==> src/common/uie_pkg.sv <==
// Package for the USB interrupt enable and control register slice
package uie_pkg;

    // Register byte offsets
    localparam logic [7:0] UIE_OFS_IRQ_EN = 8'h00;
    localparam logic [7:0] UIE_OFS_CTRL = 8'h04;
    localparam logic [7:0] UIE_OFS_EVT_STAT = 8'h08;
    localparam logic [7:0] UIE_OFS_EVT_MASK = 8'h0C;

    // Field positions, shared by enable, event status and event mask layouts
    localparam int UIE_BIT_STALL = 7;
    localparam int UIE_BIT_ATTACH = 6;
    localparam int UIE_BIT_RESUME = 5;
    localparam int UIE_BIT_IDLE = 4;
    localparam int UIE_BIT_TOKEN_DONE = 3;
    localparam int UIE_BIT_FRAME_START = 2;
    localparam int UIE_BIT_ERROR = 1;
    localparam int UIE_BIT_RESET_DETACH = 0;

    // Control register fields
    localparam int UIE_CTL_J = 7;
    localparam int UIE_CTL_SE0 = 6;
    localparam int UIE_CTL_PACKET_DISABLE = 5;
    localparam int UIE_CTL_BUSRST = 4;
    localparam int UIE_CTL_HOST_MODE_ENABLE = 3;
    localparam int UIE_CTL_RESUME = 2;
    localparam int UIE_CTL_PPRST = 1;
    localparam int UIE_CTL_ENABLE = 0;

    // Reset values
    localparam logic [7:0] UIE_RST_IRQ_EN = 8'h00;
    localparam logic [7:0] UIE_RST_CTRL = 8'h00;
    localparam logic [7:0] UIE_RST_EVT = 8'h00;

    // Cycles of the host control logic reset pulse after a host enable change
    localparam logic [1:0] UIE_HOST_RST_CYCLES = 2'h2;

    // Line state sampled from the transceiver
    typedef struct packed {
        logic j_state;
        logic se0;
    } uie_line_t;

    // Event pulses from the protocol engine
    typedef struct packed {
        logic stall;
        logic attach;
        logic resume;
        logic idle;
        logic token_done;
        logic frame_start;
        logic error;
        logic reset_detach;
        logic setup_rx;
        logic token_busy;
    } uie_evt_t;

    // Control outputs to the protocol engine
    typedef struct packed {
        logic packet_disable;
        logic bus_reset_drive;
        logic host_mode_enable;
        logic resume_drive;
        logic pingpong_reset;
        logic module_enable;
        logic host_logic_reset;
        logic ls_eop_append;
    } uie_ctl_t;

    typedef enum logic [1:0] {
        UIE_APB_IDLE,
        UIE_APB_ACCESS
    } uie_apb_t;

endpackage : uie_pkg

==> src/verilog/uie_regs.sv <==
// USB interrupt enable and control registers behind an APB slave
//
// Design decisions made here: the register offsets and the APB interface to the registers.
`timescale 1ns/1ps

//////////////////////////////////////////////////////////////////////////////
module uie_regs
(
    input wire logic pclk, // Clock, 125 MHz
    input wire logic presetn, // Async reset, active low
    input wire logic psel, // APB select
    input wire logic penable, // APB access phase
    input wire logic pwrite, // APB direction
    input wire logic [7:0] paddr, // APB byte address
    input wire logic [31:0] pwdata, // APB write data
    output logic [31:0] prdata, // APB read data
    output logic pready, // APB ready
    output logic pslverr, // APB error on unmapped address
    input wire uie_pkg::uie_line_t line, // Live line state
    input wire uie_pkg::uie_evt_t evt, // Engine events
    output uie_pkg::uie_ctl_t ctl, // Control to engine
    output logic summary_irq_flag, // Summary interrupt level
    output logic irq // Masked event status interrupt
);
    import uie_pkg::*;

    logic [7:0] irq_en;
    logic [7:0] ctrl_q;
    logic [7:0] evt_stat;
    logic [7:0] evt_mask;
    logic [7:0] raw_flags;
    logic [7:0] next_evt_stat;
    logic [1:0] host_rst_cnt;
    logic wr_en;
    logic rd_en;
    logic wr_ctrl;
    logic host_flip;
    logic resume_fall;
    logic [7:0] ctrl_wdata;
    logic eop_q;

    // Address decode used by both read and write paths
    function automatic logic addr_ok(input logic [7:0] a);
        addr_ok = (a == UIE_OFS_IRQ_EN) || (a == UIE_OFS_CTRL) ||
                  (a == UIE_OFS_EVT_STAT) || (a == UIE_OFS_EVT_MASK);
    endfunction : addr_ok

    //////////////////////////////////////////////////////////////////////////
    // APB handshake: zero wait states, so ready is tied to the access phase
    assign pready = psel & penable;
    assign pslverr = psel & penable & ~addr_ok(paddr);
    assign wr_en = psel & penable & pwrite & addr_ok(paddr);
    assign rd_en = psel & penable & ~pwrite & addr_ok(paddr);
    assign wr_ctrl = wr_en && (paddr == UIE_OFS_CTRL);
    assign ctrl_wdata = pwdata[7:0];

    //////////////////////////////////////////////////////////////////////////
    // Interrupt enable register; upper write bits simply dropped
    always_ff @(posedge pclk or negedge presetn)
    begin
        if (!presetn)
            irq_en <= UIE_RST_IRQ_EN;
        else if (wr_en && paddr == UIE_OFS_IRQ_EN)
            irq_en <= pwdata[7:0];
    end

    // Control register, writable bits only; line flags are never stored
    always_ff @(posedge pclk or negedge presetn)
    begin
        if (!presetn)
            ctrl_q <= UIE_RST_CTRL;
        else
        begin
            ctrl_q[UIE_CTL_J] <= 1'b0;
            ctrl_q[UIE_CTL_SE0] <= 1'b0;
            if (wr_ctrl)
                ctrl_q[5:0] <= ctrl_wdata[5:0];
            // Setup in device mode wins over a same-cycle software clear
            if (evt.setup_rx && !ctrl_q[UIE_CTL_HOST_MODE_ENABLE])
                ctrl_q[UIE_CTL_PACKET_DISABLE] <= 1'b1;
        end
    end

    //////////////////////////////////////////////////////////////////////////
    // Host logic reset on any change of host enable, in either direction
    assign host_flip = wr_ctrl && (ctrl_wdata[UIE_CTL_HOST_MODE_ENABLE] != ctrl_q[UIE_CTL_HOST_MODE_ENABLE]);
    always_ff @(posedge pclk or negedge presetn)
    begin
        if (!presetn)
            host_rst_cnt <= 2'h0;
        else if (host_flip)
            host_rst_cnt <= UIE_HOST_RST_CYCLES;
        else if (host_rst_cnt != 2'h0)
            host_rst_cnt <= host_rst_cnt - 2'h1;
    end

    // Resume falling edge in host mode asks the engine for a low speed EOP
    assign resume_fall = wr_ctrl && ctrl_q[UIE_CTL_RESUME] && !ctrl_wdata[UIE_CTL_RESUME];
    always_ff @(posedge pclk or negedge presetn)
    begin
        if (!presetn)
            eop_q <= 1'b0;
        else
            eop_q <= resume_fall && ctrl_q[UIE_CTL_HOST_MODE_ENABLE];
    end

    // Control outputs straight from the stored bits, host reset decoded from its counter; the whole word is built
    // in one assignment so the struct never has a clocked and an assigned driver
    assign ctl = '{
        packet_disable: ctrl_q[UIE_CTL_PACKET_DISABLE],
        bus_reset_drive: ctrl_q[UIE_CTL_BUSRST],
        host_mode_enable: ctrl_q[UIE_CTL_HOST_MODE_ENABLE],
        resume_drive: ctrl_q[UIE_CTL_RESUME],
        pingpong_reset: ctrl_q[UIE_CTL_PPRST],
        module_enable: ctrl_q[UIE_CTL_ENABLE],
        host_logic_reset: (host_rst_cnt != 2'h0),
        ls_eop_append: eop_q
    };

    //////////////////////////////////////////////////////////////////////////
    // Summary flag: each raised flag gated by its enable, then ORed
    // Bit 0 means bus reset in device mode and detach in host mode; the engine
    // reports whichever applies on the same wire, so the gating is identical.
    assign raw_flags = {evt.stall, evt.attach, evt.resume, evt.idle,
                        evt.token_done, evt.frame_start, evt.error, evt.reset_detach};
    always_ff @(posedge pclk or negedge presetn)
    begin
        if (!presetn)
            summary_irq_flag <= 1'b0;
        else
            summary_irq_flag <= |(raw_flags & irq_en);
    end

    //////////////////////////////////////////////////////////////////////////
    // Sticky event status, cleared by reading it; a new event wins the clear
    always_comb
    begin
        next_evt_stat = evt_stat;
        if (rd_en && paddr == UIE_OFS_EVT_STAT)
            next_evt_stat = 8'h00;
        next_evt_stat = next_evt_stat | raw_flags;
    end

    always_ff @(posedge pclk or negedge presetn)
    begin
        if (!presetn)
            evt_stat <= UIE_RST_EVT;
        else
            evt_stat <= next_evt_stat;
    end

    always_ff @(posedge pclk or negedge presetn)
    begin
        if (!presetn)
            evt_mask <= UIE_RST_EVT;
        else if (wr_en && paddr == UIE_OFS_EVT_MASK)
            evt_mask <= pwdata[7:0];
    end

    assign irq = |(evt_stat & evt_mask);

    //////////////////////////////////////////////////////////////////////////
    // Read data registered in the setup phase so it is valid in the access phase
    always_ff @(posedge pclk or negedge presetn)
    begin
        if (!presetn)
            prdata <= 32'h0000_0000;
        else if (psel && !penable && !pwrite)
        begin
            unique case (paddr)
                UIE_OFS_IRQ_EN: prdata <= {24'h00_0000, irq_en};
                UIE_OFS_CTRL: prdata <= {24'h00_0000, line.j_state, line.se0,
                                        ctrl_q[5], ctrl_q[4], ctrl_q[3], ctrl_q[2], ctrl_q[1], ctrl_q[0]};
                UIE_OFS_EVT_STAT: prdata <= {24'h00_0000, evt_stat};
                UIE_OFS_EVT_MASK: prdata <= {24'h00_0000, evt_mask};
                default: prdata <= 32'h0000_0000;
            endcase
        end
    end

    //////////////////////////////////////////////////////////////////////////
    // Checks
    property p_upper_zero;
        @(posedge pclk) disable iff (!presetn)
        (psel && !penable && !pwrite && paddr == UIE_OFS_IRQ_EN) |=> prdata[31:8] == 24'h00_0000;
    endproperty
    a_upper_zero: assert property (p_upper_zero) else $error("enable upper bits not zero");

    property p_en_write;
        @(posedge pclk) disable iff (!presetn)
        (wr_en && paddr == UIE_OFS_IRQ_EN) |=> irq_en == $past(pwdata[7:0]);
    endproperty
    a_en_write: assert property (p_en_write) else $error("enable write lost");

    property p_err_gate;
        @(posedge pclk) disable iff (!presetn)
        (evt.error && irq_en[UIE_BIT_ERROR]) |=> summary_irq_flag;
    endproperty
    a_err_gate: assert property (p_err_gate) else $error("error not forwarded");

    property p_masked_quiet;
        @(posedge pclk) disable iff (!presetn)
        ((raw_flags & irq_en) == 8'h00) |=> !summary_irq_flag;
    endproperty
    a_masked_quiet: assert property (p_masked_quiet) else $error("masked flag interrupted");

    property p_stall_gate;
        @(posedge pclk) disable iff (!presetn)
        (evt.stall && irq_en[UIE_BIT_STALL]) |=> summary_irq_flag;
    endproperty
    a_stall_gate: assert property (p_stall_gate) else $error("stall not forwarded");

    property p_reset_gate;
        @(posedge pclk) disable iff (!presetn)
        (evt.reset_detach && irq_en[UIE_BIT_RESET_DETACH]) |=> summary_irq_flag;
    endproperty
    a_reset_gate: assert property (p_reset_gate) else $error("bit 0 flag not forwarded");

    property p_setup_packet_disable;
        @(posedge pclk) disable iff (!presetn)
        (evt.setup_rx && !ctl.host_mode_enable) |=> ctl.packet_disable;
    endproperty
    a_setup_packet_disable: assert property (p_setup_packet_disable) else $error("setup did not disable");

    property p_host_reset;
        @(posedge pclk) disable iff (!presetn)
        host_flip |=> ctl.host_logic_reset [*2] ##1 !ctl.host_logic_reset || $past(host_flip, 1);
    endproperty
    a_host_reset: assert property (p_host_reset) else $error("host reset pulse wrong");

    property p_line_live;
        @(posedge pclk) disable iff (!presetn)
        (psel && !penable && !pwrite && paddr == UIE_OFS_CTRL) |=> prdata[7:6] == $past({line.j_state, line.se0});
    endproperty
    a_line_live: assert property (p_line_live) else $error("line state not live");

    property p_eop;
        @(posedge pclk) disable iff (!presetn)
        (resume_fall && ctl.host_mode_enable) |=> ctl.ls_eop_append;
    endproperty
    a_eop: assert property (p_eop) else $error("no low speed eop");

    property p_ctl_upper_zero;
        @(posedge pclk) disable iff (!presetn)
        (psel && !penable && !pwrite && paddr == UIE_OFS_CTRL) |=> prdata[31:8] == 24'h00_0000;
    endproperty
    a_ctl_upper_zero: assert property (p_ctl_upper_zero) else $error("control upper bits not zero");

    property p_packet_disable_hold;
        @(posedge pclk) disable iff (!presetn)
        (ctl.packet_disable && !wr_ctrl) |=> ctl.packet_disable;
    endproperty
    a_packet_disable_hold: assert property (p_packet_disable_hold) else $error("packet disable dropped by itself");

    property p_eop_device;
        @(posedge pclk) disable iff (!presetn)
        (resume_fall && !ctl.host_mode_enable) |=> !ctl.ls_eop_append;
    endproperty
    a_eop_device: assert property (p_eop_device) else $error("eop appended in device mode");

    property p_host_quiet;
        @(posedge pclk) disable iff (!presetn)
        (!host_flip && !ctl.host_logic_reset) |=> !ctl.host_logic_reset;
    endproperty
    a_host_quiet: assert property (p_host_quiet) else $error("host reset without a change");

    property p_idle_gate;
        @(posedge pclk) disable iff (!presetn)
        (evt.idle && irq_en[UIE_BIT_IDLE]) |=> summary_irq_flag;
    endproperty
    a_idle_gate: assert property (p_idle_gate) else $error("idle not forwarded");

    property p_attach_gate;
        @(posedge pclk) disable iff (!presetn)
        (evt.attach && irq_en[UIE_BIT_ATTACH]) |=> summary_irq_flag;
    endproperty
    a_attach_gate: assert property (p_attach_gate) else $error("attach not forwarded");

    property p_token_gate;
        @(posedge pclk) disable iff (!presetn)
        (evt.token_done && irq_en[UIE_BIT_TOKEN_DONE]) |=> summary_irq_flag;
    endproperty
    a_token_gate: assert property (p_token_gate) else $error("token done not forwarded");

    c_err_irq: cover property (@(posedge pclk) disable iff (!presetn) evt.error ##1 summary_irq_flag);
    c_setup: cover property (@(posedge pclk) disable iff (!presetn) evt.setup_rx ##1 ctl.packet_disable);
    c_host_flip: cover property (@(posedge pclk) disable iff (!presetn) host_flip);
    c_irq: cover property (@(posedge pclk) disable iff (!presetn) irq);
    c_eop: cover property (@(posedge pclk) disable iff (!presetn) ctl.ls_eop_append);

endmodule : uie_regs
==> config.mk <==
export PLATFORM = sky130hd
export DESIGN_NAME = uie_regs
export DESIGN_NICKNAME = d
export VERILOG_FILES = /design/src/common/uie_pkg.sv /design/src/verilog/uie_regs.sv
export SDC_FILE = /design/constraint.sdc
export NUM_CORES = 1
export LEC_CHECK = 0
export BUFFER_PORTS_ARGS = -buffer_cell sky130_fd_sc_hd__buf_2
export CORE_MARGIN = 5
export CORE_UTILIZATION = 50
export DETAILED_ROUTE_END_ITERATION = 10
export PLACE_DENSITY = 0.85
export SYNTH_ARGS = -nofsm -noshare
export SYNTH_HDL_FRONTEND = slang
export SYNTH_SLANG_ARGS = --single-unit
==> constraint.sdc <==
create_clock -name pclk -period 3.1 [get_ports pclk]
set_input_delay 0.62 -clock pclk [delete_from_list [all_inputs] [get_ports pclk]]
set_output_delay 0.62 -clock pclk [all_outputs]
set_load 0.02 [all_outputs]
==> results of run 1 <==
[worst paths after layout]
path / slack [ns] / depth (start not counted) / end / start
worst max-delay path: 0.79 / 4 / pslverr / paddr[5]
worst min-delay path: 0.44 / 1 / irq_en[4] / presetn
worst max register to register: 1.87 / 2 / prdata[3] / ctrl_q[3]
worst min register to register: 0.50 / 1 / prdata[2] / prdata[2]
max in group asynchronous: 2.10 / 1 / prdata[2] / presetn
min in group pclk: 0.50 / 1 / prdata[2] / prdata[2]
[power by group]
part / total [mW] / internal, mW / switching (mW) / leakage (nW)
registers: 0.579 / 0.568 / 0.0107 / 0.534
clock network: 0.370 / 0.179 / 0.191 / 0.0472
logic: 0.199 / 0.0763 / 0.123 / 0.632
[registers in the layout (all words and copies together) (netlist names)]
signal and cells:
summary_irq_flag 1, ctrl_q 6, eop_q 1, host_rst_cnt 2
evt_mask 8, prdata 8, evt_stat 8, irq_en 8
[cells in the final DEF (no fill, tap or decap), types with 5 or more instances in the layout]
| cell | count |
|---|---|
| a21o_1 | 9 |
| mux2_2 | 21 |
| a22oi_1 | 8 |
| a22o_1 | 8 |
| buf_2 | 51 |
| mux4_2 | 8 |
| dfrtp_1 | 42 |
| conb_1 | 24 |
| clkbuf_8 | 6 |
| inv_1 | 5 |
[area by class of cell]
cell class	count	area [sq um]
clock buffer	6	82.6
clock inverter	2	12.5
fill	355	1650
inverter	5	18.8
multi-input combinational	105	948
sequential	42	1050
tap	50	62.6
timing repair buffer	52	263
[metrics by stage]
stage / setup WS [ns] / total power, mW / hold slack, ns
after global routing: 0.776 / 1.21 / 0.506
after CTS: 0.789 / 1.16 / 0.466
after detailed placement: 0.610 / 0.789 / 0.488
after floorplan: 0.892 / 0.746 / 0.324
final: 0.795 / 1.15 / 0.442
after global placement: 0.624 / 0.780 / 0.480
[kinds of logic after synthesis]
group,after synthesis,synth area share (%)
compound gates,29,10.2
xor+xnor,2,0.812
fa+ha+maj,1,0.580
buf+inv,36,11.4
flops,42,48.7
mux,31,20.2
other cells,1,0.174
simple gates,18,7.94
[routing by layer]
metal	up-vias	GRT usage (%)	wire length, microns
li1	647	-	-
met1	729	23.7	1850
met2	62	26.1	2170
met3	7	6.20	437
met4	0	5.83	57
met5	-	0	0
[critical path: stages]
cell    delay [ns]
buf_2         0.10
or4_4         0.62
o21a_1        0.20
buf_2         0.15
==> reports/qor.txt, run 1 <==
status: finished clean
most common cell in the netlist: dfrtp_1
Detailed Route WL: 4520 microns
ranking of synthesized cells by area: dfrtp_1 49%, mux2_2 11%, buf_4 8.7%, mux4_2 8.3%, a22o_1 3.2%
Die H: 75.7 microns
library cells used by synthesis: 29
post-route ant nets: 0
Final Util: 59.7%
crit-path max FO: 7
post-CTS setup repair buffer count: 0
async set-reset flop share out of synthesis: 100%
Post-CTS Hold Fix Bufs: 0
dpl hpwl: 3470 microns
YS warnings: 0
fmax: 434 MHz
die footprint: 5730 sq um
io pins: 101
final net count: 269
Worst VDD drop: 0.364 mV
FP Rows: 23
IO buf count: 51
largest net degree at the start of global routing: 43
Worst-Skew Late Latency: 0.30 ns
wire per inst: 17.2 microns
PwrDens: 471 nW/um^2
CTS sink count: 42
Horiz. Die Dim: 75.7 microns
Clock Tree Root: clkbuf_8
Hold Fails Final Rpt: 0
# placed instances: 254
placed cell area: 2340 sq um
total of max-cap violations: 0
clock skew: 0.00604 ns
Tightest Pin Transition: 0.900 ns
core footprint: 4090 sq um
RSZ-0062 raised after global routing: false
clk slew on worst S/H paths: 0.08 ns
DR vias: 1445
CP Launch Type: input port
Rel. slew slack: 40.0%
synth cell count leaders: 42 x dfrtp_1, 25 x buf_4, 21 x mux2_2
Final period util: 74.4%
Final Max Tran Viols: 0
Ant. Diodes: 0
Non-Filler Instances: 262
# resized after CTS: 0
type of the tightest min-delay check: in -> async
syn avg cell area: 13.5 sq um
CTS tree: built
Final setup viols: 0
Post-Synthesis Cell Area: 2160 sq um
Worst EP arrival: 1.69 ns
vias in the first global route: 1383
drt initial violations: 69
CTS max path bufs: 2
dominant synthesized flop cell: dfrtp_1
Post-synth EDFFs: 0
drt drc: 0
total grt overflow: 0
Seq cells post-synth: 42
CTS Buf Count: 5
post-route setup TNS: 0 ns
Critical Path RT: 2.48 ns
Initial Utilization: 52.8%
total track usage: 17.4%
First-pass DRT Iterations: 4
first-pass GRT wire length: 7040 microns
Final min period: 2.31 ns
Design Area, Final: 2440 sq um
P&R area growth vs syn: 13.0%
layout cells sized above 1: 45.8%
initial antenna violation count: 0
Leak Pwr: 1.21 nW
post-synth top area cell: dfrtp_1
Setup crit end kind: output port
via/cell ratio: 5.52
Mapped Cells: 160
top cell type's share of synthesized area: 48.7%
GPL Wtd Cong: 0.805
CP Class: in -> out
H-tree depth: 2
sequential fraction of the synthesis area: 48.7%
Power figures use the tool's default switching activity.
==> inputs of run 2 (changes only) <==
- ABC_AREA: unset -> 1
- CORE_UTILIZATION: 50 -> 48
- PLACE_DENSITY: 0.85 -> 0.81
- clock period: 3.1 -> 2.4 ns (I/O delays scaled with it)
==> run 2 against run 1 <==
Against the previous run: cell count is 49% higher; critical endpoint unchanged; via count is 28% higher; worst setup slack worse by 0.42 ns; clock-buffer cell count rose by 1; design area grew 7.7%; combinational power increased by 17%; first-iteration DRC count grew 45%; area after synthesis increased by 8.5%; highest routed layer unchanged.
==> reports/qor.txt, run 2 <==
Final setup viols: 0
Sw Share: 27.8%
Hold Fails Final Rpt: 0
Post-Synthesis Cell Area: 2340 sq um
CP top delay family: simple AND/OR/NAND/NOR gates
Initial Utilization: 49.6%
CP Class: in -> out
Rel. slew slack: 39.5%
sequential fraction of the synthesis area: 44.9%
PwrDens: 532 nW/um^2
FP Rows: 25
largest family of logic cells by synthesized area: simple AND/OR/NAND/NOR gates
total grt overflow: 0
Clock Tree Root: clkbuf_8
RSZ-0062 raised after global routing: false
Sw Pwr: 389 uW
dpl hpwl: 3870 microns
clock network power share: 30.2%
post-synthesis simple-gate area fraction: 26.1%
via/cell ratio: 4.75
RR Startpoint: host_rst_cnt[0]
Synth Area in Adders: 0.534%
CTS Buf Count: 5
drt initial violations: 100
largest net degree at the start of global routing: 43
post-synthesis mux area share: 0%
commonest cells after routing, fill and taps aside: 84 x nand2_1, 51 x buf_2, 42 x dfrtp_1, 32 x inv_1, 24 x conb_1
synth cell count leaders: 84 x nand2_1, 42 x dfrtp_1, 32 x inv_1
wire per inst: 12.7 microns
syn avg cell area: 8.61 sq um
first-pass GRT wire length: 8320 microns
post-route ant nets: 0
DR vias: 1856
Int Pwr: 1.01 mW
fillers: 457
cells along the critical path: buf_2 > nor2_2 > nand2_4 > nor2_4 > nor2_2 > nand2_4 > nor2_1 > buf_2
Max stage delay on crit path: 0.27 ns
Top Usage Layer GRT: met2
drt drc: 0
clk slew on worst S/H paths: 0.07 ns
vias in the first global route: 1822
Worst-Skew Late Latency: 0.30 ns
clock skew: 0.00360 ns
Final Util: 55.6%
CP startpoint: paddr[7]
# resized after CTS: 0
met1 GRT Util: 21.9%
First-pass DRT Iterations: 4
Leak Pwr: 1.46 nW
status: finished clean
post-route setup TNS: 0 ns
initial antenna violation count: 0
met2 Usage GRT: 27.0%
Worst VDD drop: 0.374 mV
Reg power frac: 53.2%
GPL Wtd Cong: 0.893
Final min period: 2.03 ns
Detailed Route WL: 4980 microns
crit-path max FO: 9
most common cell after layout, fill and taps aside: nand2_1
library cells used by synthesis: 29
Ant. Diodes: 0
YS warnings: 0
post-synth top area cell: dfrtp_1
crit path buf inv count: 2
Final Max Tran Viols: 0
die footprint: 6370 sq um
P&R area growth vs syn: 12.2%
Post-synth EDFFs: 0
multi-input logic area: 1020 sq um
CTS max path bufs: 2
Post-Synth XOR/XNOR Area: 0.748%
Die H: 79.8 microns
H-tree depth: 2
Setup crit end kind: output port
total of max-cap violations: 0
ranking of synthesized cells by area: dfrtp_1 45%, nand2_1 13%, buf_4 8.0%, inv_1 5.1%, o21ai_2 4.9%
CTS tree: built
final net count: 382
total track usage: 17.1%
type of the tightest min-delay check: in -> async
Horiz. Die Dim: 79.8 microns
IO buf count: 51
Pwr Total: 1.40 mW
Worst EP arrival: 1.55 ns
Tightest Pin Transition: 0.908 ns
Critical Path RT: 1.92 ns
core footprint: 4720 sq um
Slowest cell on crit path: nor2_4
layout cells sized above 1: 27.8%
CP Launch Type: input port
Mapped Cells: 272
io pins: 101
Compound-Gate Fraction of Synth Area: 12.6%
GRT met3 Usage: 4.74%
register area: 1050 sq um
dominant synthesized flop cell: dfrtp_1
Hold WS: 0.304 ns
CTS sink count: 42
most common cell in the netlist: nand2_1
top cell type's share of synthesized area: 44.9%
Seq cells post-synth: 42
post-CTS setup repair buffer count: 0
async set-reset flop share out of synthesis: 100%
Gate power share: 16.6%
fmax: 494 MHz
Post-CTS Hold Fix Bufs: 0
Final period util: 84.4%
run 2: cell families (layout without fill, tap and decap cells):
group,count (synthesis),after routing
other,1,24
buffers and inverters,64,93
and+or+nand+nor,120,120
AOI/OAI and AO/OA,42,42
xor gates and xnor gates,2,2
adders and majority gates,1,1
DFF,42,42
run 2: area by class of cell:
cell class	instances	share of cell area, %
clock buffer	7	2.91
inverter	34	4.86
multi-input combinational	189	39.0
sequential	42	40.0
tap	67	3.19
timing repair buffer	52	10.0
run 2: final timing paths:
| kind | end | slack, ns | cells after the start |
|---|---|---|---|
| min in group pclk | evt_stat[6] | 0.40 | 2 |
| max in group asynchronous | summary_irq_flag | 1.52 | 1 |
| worst max-delay path | pslverr | 0.37 | 8 |
| worst max register to register | host_rst_cnt[1] | 1.37 | 5 |
| worst min-delay path | ctrl_q[4] | 0.30 | 1 |
| worst min register to register | ctrl_q[1] | 0.51 | 2 |
run 2: metrics by stage:
step	area [sq um]	std cells	setup slack [ns]
floorplan	2430	295	0.607
global placement	2550	384	0.395
detailed placement	2550	384	0.375
CTS	2630	391	0.373
global route	2630	391	0.298
finish	2630	391	0.375
run 2: per-layer routing:
metal / up-vias / part of all wire [%] / routed length (microns)
li1: 916 / - / -
met4: 0 / 2.2 / 110
met2: 79 / 46 / 2310
met5: - / 0 / 0
met3: 13 / 9.0 / 447
met1: 848 / 42 / 2110
run 2: power by group through the flow:
| stage | sequential, mW | combinational (mW) | clock [mW] |
|---|---|---|---|
| floorplan | 0.758 | 0.182 | 0 |
| global placement | 0.755 | 0.225 | 0 |
| detailed placement | 0.757 | 0.235 | 0 |
| CTS | 0.743 | 0.236 | 0.434 |
| global route | 0.746 | 0.267 | 0.458 |
| finish | 0.743 | 0.232 | 0.423 |
==> inputs of run 3 (changes only) <==
- ABC_AREA: 1 -> 0
- CORE_UTILIZATION: 48 -> 42
- PLACE_DENSITY: 0.81 -> 0.76
- clock period: 2.4 -> 1.8 ns (I/O delays scaled with it)
==> run 3 against run 2 <==
Against the previous run: first-iteration DRC count down 44%; via count down 21%; core utilization down 3.6 points; clock power up 80%; design area down 0.19%; critical path type is now in -> reg; largest power group unchanged.
==> reports/qor.txt, run 3 (synthesized netlist as in run 1, its figures left out) <==
status: finished clean
Final Util: 52.0%
Setup crit end kind: flop
CTS max path bufs: 2
Horiz. Die Dim: 81.7 microns
PwrDens: 805 nW/um^2
crit path buf inv count: 2
r2r setup slk: 0.55 ns
CP Class: in -> reg
CP Launch Type: input port
P&R area growth vs syn: 21.4%
dpl hpwl: 3640 microns
wire per inst: 15.4 microns
commonest cells after routing, fill and taps aside: 50 x buf_2, 42 x dfrtp_1, 24 x conb_1, 19 x mux2_2, 12 x buf_4
RSZ-0062 raised after global routing: false
via/cell ratio: 4.99
core footprint: 5040 sq um
placed cell area: 2490 sq um
Final min period: 1.77 ns
layout cells sized above 1: 48.4%
FP Rows: 26
drt initial violations: 56
CTS Buf Count: 5
Leak Pwr: 1.29 nW
Ant. Diodes: 0
total of max-cap violations: 0
Worst VDD drop: 0.688 mV
Setup WS post-layout: 0.0300 ns
crit-path max FO: 5
io pins: 101
Die H: 81.7 microns
Final Max Tran Viols: 0
Hold WS: 0.249 ns
post-route ant nets: 0
CTS sink count: 42
Slowest cell on crit path: or4_4
Final period util: 98.3%
Hold Fails Final Rpt: 0
First-pass DRT Iterations: 4
clk slew on worst S/H paths: 0.09 ns
# placed instances: 286
Final setup viols: 0
Worst EP arrival: 1.96 ns
total track usage: 14.5%
Most common cell on crit path: or4_4
fillers: 448
vias in the first global route: 1470
total grt overflow: 0
initial antenna violation count: 0
clock skew: 0.0106 ns
final net count: 282
Worst-Skew Late Latency: 0.30 ns
most common cell after layout, fill and taps aside: buf_2
dpl ws: -0.184 ns
post-route setup TNS: 0 ns
Pwr Total: 2.11 mW
Critical Path RT: 1.99 ns
Design Area, Final: 2620 sq um
DR vias: 1471
drt drc: 0
die footprint: 6670 sq um
CTS tree: built
type of the tightest min-delay check: in -> reg
largest net degree at the start of global routing: 18
H-tree depth: 2
IO buf count: 51
GPL Wtd Cong: 0.874
Clock Tree Root: clkbuf_8
cells along the critical path: buf_2 > or4_4 > buf_4 > or4_4 > mux2_2
Detailed Route WL: 4550 microns
Max stage delay on crit path: 0.54 ns
Non-Filler Instances: 295
fmax: 565 MHz
Initial Utilization: 42.8%
CP top delay family: simple AND/OR/NAND/NOR gates
first-pass GRT wire length: 7140 microns
==> run 3: layout make-up <==
cell class / count / area [sq um] / area share, %
repair buffers: 65 / 390 / 14.9
flip-flops and latches: 42 / 1050 / 40.1
well taps: 70 / 87.6 / 3.34
multi-input cells: 105 / 956 / 36.5
inverters: 5 / 18.8 / 0.716
clock buffers: 5 / 68.8 / 2.63
clock inverters: 3 / 48.8 / 1.86
==> run 3: layer usage <==
layer	track usage [%]	vias to the layer above	wire [microns]
met5	0	-	0
met4	5.81	0	51
met3	3.51	5	352
met2	26.1	59	2400
met1	16.5	733	1750
li1	-	674	-
==> run 3: power by group <==
| group | total (mW) | switching [mW] | internal (mW) | leakage, nW |
|---|---|---|---|---|
| clock | 0.761 | 0.339 | 0.422 | 0.0563 |
| combinational | 0.355 | 0.211 | 0.144 | 0.702 |
| sequential | 0.995 | 0.0171 | 0.978 | 0.534 |
| total | 2.11 | 0.567 | 1.54 | 1.29 |
==> run 3: path summary, 6_finish.rpt <==
| path | cells after the start | end | start |
|---|---|---|---|
| worst max-delay path | 5 | ctrl_q[3] | paddr[6] |
| worst min-delay path | 2 | evt_stat[4] | evt[6] |
| worst max register to register | 2 | prdata[3] | ctrl_q[3] |
| worst min register to register | 1 | prdata[5] | prdata[5] |
| max in group asynchronous | 3 | prdata[3] | presetn |
| min in group asynchronous | 2 | evt_mask[1] | presetn |
==> run 3: what timing repair did <==
action / 4_1_cts / 5_1_grt
setup buffers: 1 / 0
endpoints found under the hold margin: 15 / 0
hold buffers: 1 / 0
gates resized for setup: 1 / 0
endpoints found under the setup margin: 1 / 0
